`src/tmxirq_map.vh`:
```
`ifndef TMXIRQ_MAP_VH
`define TMXIRQ_MAP_VH
`define TMX_ADDR_CTRL       12'h000
`define TMX_ADDR_STAT       12'h004
`define TMX_ADDR_MASK       12'h008
`define TMX_ADDR_CNT0       12'h00c
`define TMX_ADDR_CNT1       12'h010
`define TMX_ADDR_CNT2       12'h014
`define TMX_ADDR_RLD2       12'h018
`define TMX_ADDR_CAP2       12'h01c
`define TMX_CTRL_RUN0       0
`define TMX_CTRL_RUN1       1
`define TMX_CTRL_HW_RUN_CTRL_SEL_ZERO      2
`define TMX_CTRL_HW_RUN_CTRL_SEL_ONE      3
`define TMX_CTRL_TRIG0      4
`define TMX_CTRL_TRIG1      5
`define TMX_CTRL_CNTR0      6
`define TMX_CTRL_CNTR1      7
`define TMX_CTRL_RUN2       8
`define TMX_CTRL_EXTCLK2    9
`define TMX_CTRL_CLKOUT2    10
`define TMX_CTRL_AUXEN2     11
`define TMX_CTRL_CAPMODE2   12
`define TMX_CTRL_DIRMODE2   13
`define TMX_CTRL_WIDTH      14
`define TMX_CTRL_RESET      14'h0000
`define TMX_ST_IRQ0         0
`define TMX_ST_IRQ1         1
`define TMX_ST_OVF0         2
`define TMX_ST_OVF1         3
`define TMX_ST_OVF2         4
`define TMX_ST_AUX2         5
`define TMX_ST_WIDTH        6
`define TMX_ST_RESET        6'h00
`define TMX_MASK_RESET      6'h00
`define TMX_CNT_RESET       16'h0000
`endif
```
`src/tmx_irq_top.v`:
```
// Contract
// - with timer 0 gate select set, the int 0 pin must be high for timer 0 to run.
// - with timer 1 gate select set, the int 1 pin must be high for timer 1 to run.
// - int 0 flag is set on a falling edge when its trigger bit is set, else on low level.
// - int 1 flag is set on a falling edge when its trigger bit is set, else on low level.
// - timer 0 in counter mode steps once per falling edge on its count pin.
// - timer 1 in counter mode steps once per falling edge on its count pin.
// - timer 2 pin is an external clock input or drives out the timer 2 generated clock.
// - timer 2 aux pin triggers reload or capture, or selects timer 2 count direction.
//
// The register addresses and the APB interface to the registers were chosen for this implementation.
`include "tmxirq_map.vh"
module tmx_irq_top #(
	parameter CW = 16
) (
	input  wire        REF_CLK_I,
	input  wire        RSTN_I,
	input  wire        PSEL_I,
	input  wire        PENABLE_I,
	input  wire        PWRITE_I,
	input  wire [11:0] PADDR_I,
	input  wire [31:0] PWDATA_I,
	output reg  [31:0] PRDATA_O,
	output wire        PREADY_O,
	output wire        PSLVERR_O,
	input  wire        EXT_IRQ_ZERO_PIN_I,
	input  wire        EXT_IRQ_ONE_PIN_I,
	input  wire        COUNT_PIN_ZERO_I,
	input  wire        COUNT_PIN_ONE_I,
	input  wire        TIMER_TWO_CLOCK_PIN_I,
	output wire        TIMER_TWO_CLOCK_PIN_O,
	output wire        TIMER_TWO_CLOCK_PIN_OE_N_O,
	input  wire        TIMER_TWO_AUX_CTRL_PIN_I,
	output wire        IRQ_O
);
	localparam [CW-1:0] CNT_MAX = {CW{1'b1}};
	localparam [CW-1:0] CNT_ONE = {{(CW-1){1'b0}}, 1'b1};

	reg  [`TMX_CTRL_WIDTH-1:0] timer_ctrl_reg;
	reg  [`TMX_ST_WIDTH-1:0]   stat_reg;
	reg  [`TMX_ST_WIDTH-1:0]   mask_reg;
	reg  [CW-1:0]              cnt0_reg;
	reg  [CW-1:0]              cnt1_reg;
	reg  [CW-1:0]              cnt2_reg;
	reg  [CW-1:0]              rld2_reg;
	reg  [CW-1:0]              cap2_reg;
	reg                        clk2_out_reg;
	reg  [`TMX_ST_WIDTH-1:0]   stat_next;
	reg  [`TMX_ST_WIDTH-1:0]   ev_set;
	reg  [CW-1:0]              cnt0_next;
	reg  [CW-1:0]              cnt1_next;
	reg  [CW-1:0]              cnt2_next;
	wire [5:0]                 pin_lvl;
	wire [5:0]                 pin_fall;
	wire                       wr_en;
	wire                       rd_en;
	wire                       addr_ok;
	wire                       run0;
	wire                       run1;
	wire                       tick0;
	wire                       tick1;
	wire                       tick2;
	wire                       aux_ev;
	wire                       cnt2_down;

	// pin order: ext_irq_zero_pin, ext_irq_one_pin, cnt0, cnt1, t2 clock, t2 aux
	tmx_sync #(
		.W(6)
	) u_sync (
		.clk_i  (REF_CLK_I),
		.rst_n_i(RSTN_I),
		.d_i    ({TIMER_TWO_AUX_CTRL_PIN_I, TIMER_TWO_CLOCK_PIN_I, COUNT_PIN_ONE_I,
			COUNT_PIN_ZERO_I, EXT_IRQ_ONE_PIN_I, EXT_IRQ_ZERO_PIN_I}),
		.q_o    (pin_lvl),
		.fall_o (pin_fall)
	);

	function addr_hit;
		input [11:0] a;
		input [11:0] b;
		begin
			addr_hit = (a[11:2] == b[11:2]);
		end
	endfunction

	assign wr_en     = PSEL_I & PENABLE_I & PWRITE_I;
	assign rd_en     = PSEL_I & ~PENABLE_I & ~PWRITE_I;
	assign PREADY_O  = 1'b1;
	assign addr_ok   = addr_hit(PADDR_I, `TMX_ADDR_CTRL) | addr_hit(PADDR_I, `TMX_ADDR_STAT) |
		addr_hit(PADDR_I, `TMX_ADDR_MASK) | addr_hit(PADDR_I, `TMX_ADDR_CNT0) |
		addr_hit(PADDR_I, `TMX_ADDR_CNT1) | addr_hit(PADDR_I, `TMX_ADDR_CNT2) |
		addr_hit(PADDR_I, `TMX_ADDR_RLD2) | addr_hit(PADDR_I, `TMX_ADDR_CAP2);
	assign PSLVERR_O = PSEL_I & PENABLE_I & ~addr_ok;

	// gate: pin high lets the timer run
	assign run0 = timer_ctrl_reg[`TMX_CTRL_RUN0] &
		(~timer_ctrl_reg[`TMX_CTRL_HW_RUN_CTRL_SEL_ZERO] | pin_lvl[0]);
	assign run1 = timer_ctrl_reg[`TMX_CTRL_RUN1] &
		(~timer_ctrl_reg[`TMX_CTRL_HW_RUN_CTRL_SEL_ONE] | pin_lvl[1]);
	// timer mode counts every clock; counter mode counts pin falls only
	assign tick0 = run0 & (timer_ctrl_reg[`TMX_CTRL_CNTR0] ? pin_fall[2] : 1'b1);
	assign tick1 = run1 & (timer_ctrl_reg[`TMX_CTRL_CNTR1] ? pin_fall[3] : 1'b1);
	// external clock only while the pin is an input
	assign tick2 = timer_ctrl_reg[`TMX_CTRL_RUN2] &
		((timer_ctrl_reg[`TMX_CTRL_EXTCLK2] & ~timer_ctrl_reg[`TMX_CTRL_CLKOUT2]) ?
		pin_fall[4] : 1'b1);
	assign cnt2_down = timer_ctrl_reg[`TMX_CTRL_DIRMODE2] & ~pin_lvl[5];
	assign aux_ev = timer_ctrl_reg[`TMX_CTRL_AUXEN2] & ~timer_ctrl_reg[`TMX_CTRL_DIRMODE2] &
		pin_fall[5];

	always @* begin
		cnt0_next = cnt0_reg;
		cnt1_next = cnt1_reg;
		cnt2_next = cnt2_reg;
		ev_set    = {`TMX_ST_WIDTH{1'b0}};
		if (tick0) begin
			cnt0_next = cnt0_reg + CNT_ONE;
			ev_set[`TMX_ST_OVF0] = (cnt0_reg == CNT_MAX);
		end
		if (tick1) begin
			cnt1_next = cnt1_reg + CNT_ONE;
			ev_set[`TMX_ST_OVF1] = (cnt1_reg == CNT_MAX);
		end
		if (tick2) begin
			if (cnt2_down) begin
				cnt2_next = cnt2_reg - CNT_ONE;
				ev_set[`TMX_ST_OVF2] = (cnt2_reg == rld2_reg);
				if (cnt2_reg == rld2_reg)
					cnt2_next = CNT_MAX;
			end else if (cnt2_reg == CNT_MAX) begin
				cnt2_next = rld2_reg;
				ev_set[`TMX_ST_OVF2] = 1'b1;
			end else begin
				cnt2_next = cnt2_reg + CNT_ONE;
			end
		end
		if (aux_ev) begin
			ev_set[`TMX_ST_AUX2] = 1'b1;
			if (!timer_ctrl_reg[`TMX_CTRL_CAPMODE2])
				cnt2_next = rld2_reg;
		end
		// trigger bit set: edge, clear: level
		ev_set[`TMX_ST_IRQ0] = timer_ctrl_reg[`TMX_CTRL_TRIG0] ? pin_fall[0] : ~pin_lvl[0];
		ev_set[`TMX_ST_IRQ1] = timer_ctrl_reg[`TMX_CTRL_TRIG1] ? pin_fall[1] : ~pin_lvl[1];
		stat_next = stat_reg;
		if (wr_en && addr_hit(PADDR_I, `TMX_ADDR_STAT))
			stat_next = stat_reg & ~PWDATA_I[`TMX_ST_WIDTH-1:0];
		// set wins over a same-cycle clear
		stat_next = stat_next | ev_set;
	end

	always @(posedge REF_CLK_I) begin
		if (!RSTN_I) begin
			timer_ctrl_reg <= `TMX_CTRL_RESET;
			stat_reg       <= `TMX_ST_RESET;
			mask_reg       <= `TMX_MASK_RESET;
			cnt0_reg       <= `TMX_CNT_RESET;
			cnt1_reg       <= `TMX_CNT_RESET;
			cnt2_reg       <= `TMX_CNT_RESET;
			rld2_reg       <= `TMX_CNT_RESET;
			cap2_reg       <= `TMX_CNT_RESET;
			clk2_out_reg   <= 1'b0;
		end else begin
			stat_reg <= stat_next;
			cnt0_reg <= cnt0_next;
			cnt1_reg <= cnt1_next;
			cnt2_reg <= cnt2_next;
			if (aux_ev && timer_ctrl_reg[`TMX_CTRL_CAPMODE2])
				cap2_reg <= cnt2_reg;
			// generated clock toggles on each timer 2 overflow
			if (ev_set[`TMX_ST_OVF2])
				clk2_out_reg <= ~clk2_out_reg;
			if (wr_en) begin
				if (addr_hit(PADDR_I, `TMX_ADDR_CTRL))
					timer_ctrl_reg <= PWDATA_I[`TMX_CTRL_WIDTH-1:0];
				if (addr_hit(PADDR_I, `TMX_ADDR_MASK))
					mask_reg <= PWDATA_I[`TMX_ST_WIDTH-1:0];
				// software write beats a count in the same cycle
				if (addr_hit(PADDR_I, `TMX_ADDR_CNT0))
					cnt0_reg <= PWDATA_I[CW-1:0];
				if (addr_hit(PADDR_I, `TMX_ADDR_CNT1))
					cnt1_reg <= PWDATA_I[CW-1:0];
				if (addr_hit(PADDR_I, `TMX_ADDR_CNT2))
					cnt2_reg <= PWDATA_I[CW-1:0];
				if (addr_hit(PADDR_I, `TMX_ADDR_RLD2))
					rld2_reg <= PWDATA_I[CW-1:0];
			end
		end
	end

	// read data registered in the setup cycle, valid in access phase
	always @(posedge REF_CLK_I) begin
		if (!RSTN_I) begin
			PRDATA_O <= 32'h00000000;
		end else if (rd_en) begin
			PRDATA_O <= 32'h00000000;
			if (addr_hit(PADDR_I, `TMX_ADDR_CTRL))
				PRDATA_O[`TMX_CTRL_WIDTH-1:0] <= timer_ctrl_reg;
			if (addr_hit(PADDR_I, `TMX_ADDR_STAT))
				PRDATA_O[`TMX_ST_WIDTH-1:0] <= stat_reg;
			if (addr_hit(PADDR_I, `TMX_ADDR_MASK))
				PRDATA_O[`TMX_ST_WIDTH-1:0] <= mask_reg;
			if (addr_hit(PADDR_I, `TMX_ADDR_CNT0))
				PRDATA_O[CW-1:0] <= cnt0_reg;
			if (addr_hit(PADDR_I, `TMX_ADDR_CNT1))
				PRDATA_O[CW-1:0] <= cnt1_reg;
			if (addr_hit(PADDR_I, `TMX_ADDR_CNT2))
				PRDATA_O[CW-1:0] <= cnt2_reg;
			if (addr_hit(PADDR_I, `TMX_ADDR_RLD2))
				PRDATA_O[CW-1:0] <= rld2_reg;
			if (addr_hit(PADDR_I, `TMX_ADDR_CAP2))
				PRDATA_O[CW-1:0] <= cap2_reg;
		end
	end

	assign TIMER_TWO_CLOCK_PIN_O      = clk2_out_reg;
	assign TIMER_TWO_CLOCK_PIN_OE_N_O = ~timer_ctrl_reg[`TMX_CTRL_CLKOUT2];
	assign IRQ_O = |(stat_reg & mask_reg);
endmodule

```
`src/tmx_sync.v`:
```
module tmx_sync #(
	parameter W = 6
) (
	input  wire         clk_i,
	input  wire         rst_n_i,
	input  wire [W-1:0] d_i,
	output wire [W-1:0] q_o,
	output wire [W-1:0] fall_o
);
	genvar g;
	generate
		for (g = 0; g < W; g = g + 1) begin : gen_bit
			// one flop set per pin, so each flop has a single driver
			reg s1_reg;
			reg s2_reg;
			reg s3_reg;
			// idle high: pins have pull-ups, so no false fall after reset
			always @(posedge clk_i) begin
				if (!rst_n_i) begin
					s1_reg <= 1'b1;
					s2_reg <= 1'b1;
					s3_reg <= 1'b1;
				end else begin
					s1_reg <= d_i[g];
					s2_reg <= s1_reg;
					s3_reg <= s2_reg;
				end
			end
			assign q_o[g]    = s2_reg;
			assign fall_o[g] = s3_reg & ~s2_reg;
		end
	endgenerate
endmodule

```
`config.mk`:
```
export PLATFORM = sky130hd
export DESIGN_NAME = tmx_irq_top
export DESIGN_NICKNAME = d
export VERILOG_FILES = /design/src/tmx_irq_top.v /design/src/tmx_sync.v
export VERILOG_INCLUDE_DIRS = /design/src
export SDC_FILE = /design/constraint.sdc
export NUM_CORES = 1
export LEC_CHECK = 0
export BUFFER_PORTS_ARGS = -buffer_cell sky130_fd_sc_hd__buf_2
export CORE_UTILIZATION = 50
export CTS_CLUSTER_SIZE = 14
export DETAILED_ROUTE_END_ITERATION = 6
export GPL_TIMING_DRIVEN = 0
export PLACE_DENSITY = 0.7
export SYNTH_ARGS = -nofsm -noshare
export SYNTH_HDL_FRONTEND = slang
export SYNTH_SLANG_ARGS = --single-unit
```
`constraint.sdc`:
```
create_clock -name REF_CLK_I -period 3.2 [get_ports REF_CLK_I]
set_input_delay 0.64 -clock REF_CLK_I [delete_from_list [all_inputs] [get_ports REF_CLK_I]]
set_output_delay 0.64 -clock REF_CLK_I [all_outputs]
set_load 0.01 [all_outputs]
```
Word level (Yosys, flattened, before mapping) --
Cells that the tools add are included.
Cells by class: $add $sub $neg 4, eq/ne operators 11, multiplexer cells 34, bitwise logic cells 47, reductions and logical operators 7
Operators with widths (number):
- 2-to-1 mux 16 bit | 19
- adder 16 x 1 -> 16 bit, second input constant | 3
- equality test 16 bit, second input constant | 3
- equality test 10 x 3 -> 1 bit, second input constant | 4
- AND 1 bit | 20
- equality test 10 x 2 -> 1 bit, second input constant | 2
- 2-to-1 mux 6 bit | 3
- equality test 16 bit | 1
- subtractor 16 x 1 -> 16 bit, second input constant | 1
- 2-to-1 mux 14 bit | 1
- inverter 1 bit | 14
- AND 6 bit | 2
- 2-to-1 mux 1 bit | 11
- equality test 10 x 1 -> 1 bit, second input constant | 1
- zero test 10 bit | 1
- OR 1 bit | 9
- inverter 6 bit | 1
- OR 6 bit | 1
- AND reduction 2 bit | 3
- OR reduction 6 bit | 1
- logical AND 1 bit | 2
Word-level totals: bits in registers 141, input bits 55, output and inout port bits 37, word-level logic and storage cells 131

Logic depth before layout (Yosys ltp) --
Gate-level depths: netlist of the first run.
word-level depth 10, mapped depth 10, depth with buffers taken out 8

Hierarchy --
From an unflattened synthesis of the first run, not the netlist that was laid out.
Unflattened totals: cells, all modules 1028, area total of the unflattened synthesis 8167.8 sq um
By module, submodules not included:
- tmx_irq_top | times used 1, cells an instance 979, area an instance 7598.5 sq um, sequential area each 2462.4 sq um
- tmx_sync | times used 1, cells an instance 49, area an instance 569.3 sq um, sequential area each 360.3 sq um

Worst setup path before layout of the first run --
No wires, ideal clock.
path kind in2reg, start input PADDR_I[4], end register rld2_reg[10], setup time 128 ps, data arrival time 2281 ps, path slack 792 ps, stages 9, path buffers 4, path through buf_4 > nor4b_1 > and2_1 > clkbuf_1 > nand3_1 > buf_2 > buf_2 > mux2i_1 > nor2_1
Between the ends: longest elaborated chain between the ends 2
Ends and longest elaborated chain:
- start: declaration | line tmx_irq_top.v:21 | input wire [11:0] PADDR_I,
- equality test 10 x 3 -> 1 bit | line tmx_irq_top.v:82 | addr_hit = (a[11:2] == b[11:2]);
- AND reduction 2 bit (no line)
- end signal: assignment | line tmx_irq_top.v:160 | rld2_reg <= `TMX_CNT_RESET;
- end signal: assignment | line tmx_irq_top.v:186 | rld2_reg <= PWDATA_I[CW-1:0];
- end: declaration | line tmx_irq_top.v:45 | reg [CW-1:0] rld2_reg;
Every way passes these cells. A chain may end at the register's enable or synchronous reset.

Final worst setup path of the first run --
start input PADDR_I[9], end register timer_ctrl_reg[13]
Between the ends: longest elaborated chain between the ends 2
Ends and longest elaborated chain:
- zero test 10 bit | line tmx_irq_top.v:82
- AND reduction 2 bit (no line)
- end signal: assignment | line tmx_irq_top.v:154 | timer_ctrl_reg <= `TMX_CTRL_RESET;
- end signal: assignment | line tmx_irq_top.v:175 | timer_ctrl_reg <= PWDATA_I[`TMX_CTRL_WIDTH-1:0];
- end: declaration | line tmx_irq_top.v:39 | reg [`TMX_CTRL_WIDTH-1:0] timer_ctrl_reg;
Every way passes these cells.

==> results of run 1 <==
synth_stat cells (8+ instances only):
library cell    n  share of area, %
a211oi_1       22               2.1
a21oi_1       104               6.6
a31oi_1        10              0.80
and3_1         13               1.0
buf_2          10              0.64
buf_4          18               1.7
clkbuf_1       68               3.2
dfxtp_1       141                36
inv_1          16              0.76
mux2i_1        27               3.4
nand2_1       104               5.0
nand2b_1       26               2.1
nand3_1        62               3.9
nand4_1        18               1.4
nor2_1         72               3.4
nor2b_1         9              0.72
nor3_1         15              0.95
nor4_1         13               1.0
o2111ai_1      14               1.6
o21a_1          9              0.86
o21ai_0        51               3.2
o22ai_1        14               1.1
or3_1           8              0.64
xnor2_1        20               2.2
xor2_1         35               3.9
stage by stage:
stage / TNS (ps) / cell area [sq um]
6_report: 0 / 9050
4_1_cts: 0 / 9050
3_5_place_dp: -1550 / 8460
2_1_floorplan: 0 / 7920
3_3_place_gp: -3860 / 8450
5_1_grt: 0 / 9050
placed cells by master, fill, tap and decap left out, drive strengths merged, types with 20 or more instances in the layout:
master	count
buf	85
o21ai	53
xnor2	20
mux2i	27
xor2	35
a211oi	22
nor2	72
dfxtp	141
nand3	62
clkbuf	85
a21oi	104
nand2b	26
nand2	104
inv	28
cell type report:
type	instances	area, sq um	share of cell area (%)
Sequential cell	141	2820	31.2
Clock inverter	15	166	1.84
Timing Repair Buffer	53	265	2.93
Buffer	100	455	5.03
Inverter	17	63.8	0.705
Clock buffer	17	425	4.70
Multi-Input combinational cell	755	4590	50.7
Tap cell	211	264	2.92
power groups by stage:
stage / clock, mW / combinational, mW / sequential, mW
2_1_floorplan: 0 / 0.167 / 1.81
3_3_place_gp: 0 / 0.287 / 1.81
3_5_place_dp: 0 / 0.289 / 1.81
4_1_cts: 2.01 / 0.291 / 1.78
5_1_grt: 2.09 / 0.314 / 1.78
6_report: 2.02 / 0.303 / 1.78
kinds of logic (layout without fill, tap and decap cells):
| family | count (synthesis) | after routing | synth area share [%] |
|---|---|---|---|
| simple gates | 366 | 366 | 23.0 |
| compound gates | 278 | 278 | 22.3 |
| flops | 141 | 141 | 35.9 |
| buf+inv | 117 | 202 | 6.60 |
| xor+xnor | 55 | 55 | 6.12 |
| mux | 35 | 35 | 5.44 |
| fa+ha+maj | 4 | 4 | 0.636 |
| other cells | 2 | 17 | 0.0955 |
routing by layer:
metal,global-route usage [%],up-vias
li1,-,3755
met1,46.2,3865
met2,55.8,533
met3,7.16,126
met4,23.5,0
met5,0,-
critical path, stage by stage:
cell and delay, ps:
buf_2 100, nor4_2 720, nand2_1 360, nor3_2 530, nand2_1 350, clkbuf_1 370, mux2i_1 230, nor2_1 50
final timing paths:
kind | slack, ps | from | depth (start not counted) | end
hold / removal | 380 | TIMER_TWO_CLOCK_PIN_I | 2 | u_sync.gen_bit[4].s1_reg$_SDFF_PN1_
setup / recovery | 140 | PADDR_I[9] | 8 | timer_ctrl_reg[13]$_SDFFE_PN0P_
hold reg to reg | 410 | u_sync.gen_bit[0].s1_reg$_SDFF_PN1_ | 1 | u_sync.gen_bit[0].s2_reg$_SDFF_PN1_
setup reg to reg | 280 | u_sync.gen_bit[5].s2_reg$_SDFF_PN1_ | 7 | cnt2_reg[7]$_SDFF_PN0_
==> out/qor.csv, run 1 <==
metric,value,unit
status,"finished, final reports clean",
Routed Antenna Nets,0,
Vias,8279,
Finish-stage setup viols,0,
TritonCTS buffer count,17,
Fin Clk Skew,6.87,ps
Met2 Routed Length,12.7,mm
Yosys cell types,72,
Die Area,16200,sq um
GPL Wtd Cong,0.987,
Total Power Consumption,4.10,mW
"Period Utilization, post-route",95.7,%
layout cells sized above 1,12.3,%
RSZ-0062 raised after global routing,false,
cells after synthesis,998,
final setup margin,138,ps
first-pass detailed-route iteration total,6,
pin slew with the least headroom to its limit,1160,ps
final slew viol count,0,
Clk pwr share,49.3,%
Static Leakage,3.42,nW
Starting Density,51.6,%
post-layout minimum cycle time,3060,ps
FP Rows,45,
first-pass GRT wire length,43.5,mm
Tot GR Track Use,36.2,%
sequential share of power,43.3,%
wl on met1,11.5,mm
Clock Pin Slew Worst Setup and Hold Paths,70,ps
DRC violations left,0,
Non-Filler Instances,1309,
Worst setup SP type,primary input,
Max Used Layer,met4,
Placed Cells incl. Taps,1277,
die height,127,um
Congestion Overflow GR,0,
Final Hold Viols,0,
crit-path max FO,10,
Die X,127,um
WP data arrival,3370,ps
ant diodes,0,
Yosys reg bits,141,
Worst EP required,3510,ps
Int Power,2.97,mW
Root Buffer,clkbuf_16,
CTS H-tree lvls,4,
"worst slack, placed",-195,ps
sw frac,27.5,%
CP endpoint kind,register,
detailed placement HPWL,21.1,mm
post-CTS setup buffer count,0,
Post-CTS Hold Buffers,0,
Synth warnings,0,
ys async rst share,0,%
"Avg Cell Area, Syn",7.88,sq um
maximum clock path buffer count,2,
Worst-Skew Late Latency,440,ps
Most used DFF post-synth,dfxtp_1,
pin count of the biggest net entering global routing,17,
number of max-cap violations,0,
initial antenna violation count,0,
WL met3,2.84,mm
PostCTS Resize Cnt,0,
Hold/Removal Path Class,in2reg,
post-synthesis cell area,7870,sq um
Slew HR,21.8,%
DR WL/cell,22.0,um
"Core Util, Final",59.3,%
# nets final,1144,
CTS tree,built,
Psw,1.13,mW
number of I/O port buffers,53,
post-DR vias/cell,6.32,
Gate power share,7.4,%
Power Dens Cells,453,nW/um^2
Peak supply drop,402,uV
"EDFF count, synth",0,
vias in the first global route,7576,
Fmax achieved,327,MHz
fillers,1451,
Fin Hold WS,379,ps
area delta synth->final,15.0,%
TritonCTS Sinks,141,
Worst Setup Path Type,in2reg,
placeable core region,15300,sq um
Initial DRC Count,973,
I/O pin cnt,92,
sequential cell area fraction in the yosys report,35.9,%
final wirelength,28.8,mm
Note: power is estimated with default switching activity, not from simulation.
==> inputs of run 2 (changes only) <==
--- a/config.mk
+++ b/config.mk
@@ -7,11 +7,10 @@
 export NUM_CORES = 1
 export LEC_CHECK = 0
 export BUFFER_PORTS_ARGS = -buffer_cell sky130_fd_sc_hd__buf_2
-export CORE_UTILIZATION = 50
+export CORE_UTILIZATION = 42
 export CTS_CLUSTER_SIZE = 14
 export DETAILED_ROUTE_END_ITERATION = 6
 export GPL_TIMING_DRIVEN = 0
-export PLACE_DENSITY = 0.7
 export SYNTH_ARGS = -nofsm -noshare
 export SYNTH_HDL_FRONTEND = slang
 export SYNTH_SLANG_ARGS = --single-unit
==> run 2 against run 1 <==
The run now ends with design-rule violations left; total power up 0.25%; via count down 1.4%; worst setup slack worse by 18 ps; routed wire length up 4.1%; critical path depth unchanged; sequential power about the same; clock power about the same; worst hold slack better by 1.7 ps; die area up 19%; global-route usage down 4.8 points; register-to-register slack worse by 120 ps; combinational power up 2%.
==> out/qor.csv, run 2 (synthesis results as in run 1) <==
metric,value,unit
"commonest cells after routing, fill and taps aside","141 x dfxtp_1, 104 x nand2_1, 104 x a21oi_1",
GPL Wtd Cong,1.00,
vias in the first global route,7597,
Tot GR Track Use,31.3,%
most frequent CP cell,nand2_1,
ant diodes,0,
sequential share of power,43.2,%
Int Power,2.97,mW
CP Buf/Inv Count,2,
"delay-heaviest family, CP",simple AND/OR/NAND/NOR gates,
first-pass GRT wire length,45.2,mm
Root Buffer,clkbuf_16,
die height,139,um
final wirelength,30.0,mm
Fin Clk Skew,11.8,ps
number of I/O port buffers,53,
# nets final,1144,
Clock Pin Slew Worst Setup and Hold Paths,70,ps
critical path's largest stage delay,670,ps
Post-CTS Hold Buffers,0,
Hold/Removal Path Class,in2reg,
Slew HR,27.6,%
RR Startpoint,cnt2_reg[6]$_SDFF_PN0_,
Finish-stage setup viols,0,
placeable core region,18100,sq um
crit-path max FO,10,
Static Leakage,3.42,nW
fillers,1818,
post-layout minimum cycle time,3080,ps
Routed Antenna Nets,0,
Placed Cells incl. Taps,1295,
pin slew with the least headroom to its limit,1070,ps
detailed placement HPWL,22.1,mm
setup_tns,0,ps
TritonCTS Sinks,141,
hold depth,2,
CTS H-tree lvls,4,
Starting Density,43.4,%
flop2flop setup slack,160,ps
Hold Path Origin,TIMER_TWO_CLOCK_PIN_I,
PostCTS Resize Cnt,0,
initial antenna violation count,0,
Worst EP required,3510,ps
final setup margin,120,ps
DR WL/cell,22.6,um
Vias,8166,
layout cells sized above 1,12.3,%
DRC violations left,4,
Worst-Skew Late Latency,440,ps
TritonCTS buffer count,17,
Final Hold Viols,0,
"most common cell after layout, fill and taps aside",dfxtp_1,
"worst slack, placed",-206,ps
Worst setup SP type,primary input,
Peak supply drop,370,uV
I/O pin cnt,92,
Die X,139,um
Gate power share,7.5,%
CTS tree,built,
Power Dens Cells,452,nW/um^2
post-DR vias/cell,6.15,
maximum clock path buffer count,2,
first-pass detailed-route iteration total,7,
Initial DRC Count,896,
Congestion Overflow GR,0,
Psw,1.13,mW
sw frac,27.6,%
worst reg2reg path endpoint,cnt2_reg[3]$_SDFF_PN0_,
FP Rows,49,
WP data arrival,3390,ps
hold endpoint,u_sync.gen_bit[4].s1_reg$_SDFF_PN1_,
"critical path, cell by cell",buf_2 -> nor4_2 -> nand2_1 -> nor3_2 -> nand2_1 -> clkbuf_1 -> mux2i_1 -> nor2_1,
post-CTS setup buffer count,0,
CP endpoint kind,register,
area delta synth->final,15.4,%
Clk pwr share,49.3,%
pin count of the biggest net entering global routing,17,
Fin Hold WS,381,ps
Non-Filler Instances,1327,
number of max-cap violations,0,
failing checks,design-rule violations,
worst r2r path cells,8,
final slew viol count,0,
"Max stage delay cell, worst path",nor4_2,
Die Area,19300,sq um
RSZ-0062 raised after global routing,false,
Fmax achieved,325,MHz
"Period Utilization, post-route",96.2,%
Worst Setup Path Type,in2reg,
status,finished with violations,
## run 2: how the worst max path moves through the flow
stage,end,from,slack [ps],depth (start not counted)
CTS,timer_ctrl_reg[13]$_SDFFE_PN0P_,PADDR_I[9],250,8
finish,timer_ctrl_reg[13]$_SDFFE_PN0P_,PADDR_I[9],120,8
floorplan,rld2_reg[10]$_SDFFE_PN0P_,PADDR_I[4],790,9
global route,cnt2_reg[7]$_SDFF_PN0_,u_sync.gen_bit[5].s2_reg$_SDFF_PN1_,10,7
detailed placement,timer_ctrl_reg[13]$_SDFFE_PN0P_,PADDR_I[9],-210,8
global placement,stat_reg[2]$_SDFF_PN0_,PADDR_I[9],-600,7
## run 2: cell type report
| type | instances | area (sq um) | share of cell area, % |
|---|---|---|---|
| inverter | 17 | 63.8 | 0.703 |
| sequential | 141 | 2820 | 31.1 |
| multi-input combinational | 755 | 4590 | 50.5 |
| buffer | 100 | 455 | 5.02 |
| clock buffer | 17 | 425 | 4.69 |
| tap | 229 | 287 | 3.16 |
| timing repair buffer | 53 | 265 | 2.92 |
| clock inverter | 15 | 173 | 1.90 |
## run 2: stage by stage
step                instance area [sq um]  utilization [%]  power [mW]
floorplan                            7920                -        1.98
global placement                     8480             46.7        2.11
detailed placement                   8480             46.7        2.11
CTS                                  9080             50.0        4.10
global route                         9080             50.0        4.22
finish                               9080             50.0        4.11
## run 2: metal layers
metal	routed length, um	global-route usage, %	vias up	share of wire, %
met4	1550	16.8	0	5.2
met2	13400	49.2	464	45
li1	-	-	3758	-
met5	0	0	-	0
met3	2880	6.63	98	9.6
met1	12100	40.3	3846	41
## run 2: worst register-to-register path: stages, from the launching register on
cell,delay (ps)
dfxtp_1,440
clkbuf_1,610
xor2_1,150
nor4_1,310
nand4_1,340
clkbuf_1,370
a211oi_1,290
o21ai_0,170
a31oi_1,280
## run 2: power by group through the flow
stage | clock [mW] | sequential (mW) | combinational, mW
4_1_cts | 2.02 | 1.78 | 0.298
6_report | 2.02 | 1.78 | 0.308
3_3_place_gp | 0 | 1.81 | 0.297
3_5_place_dp | 0 | 1.82 | 0.297
5_1_grt | 2.12 | 1.78 | 0.324
2_1_floorplan | 0 | 1.81 | 0.167
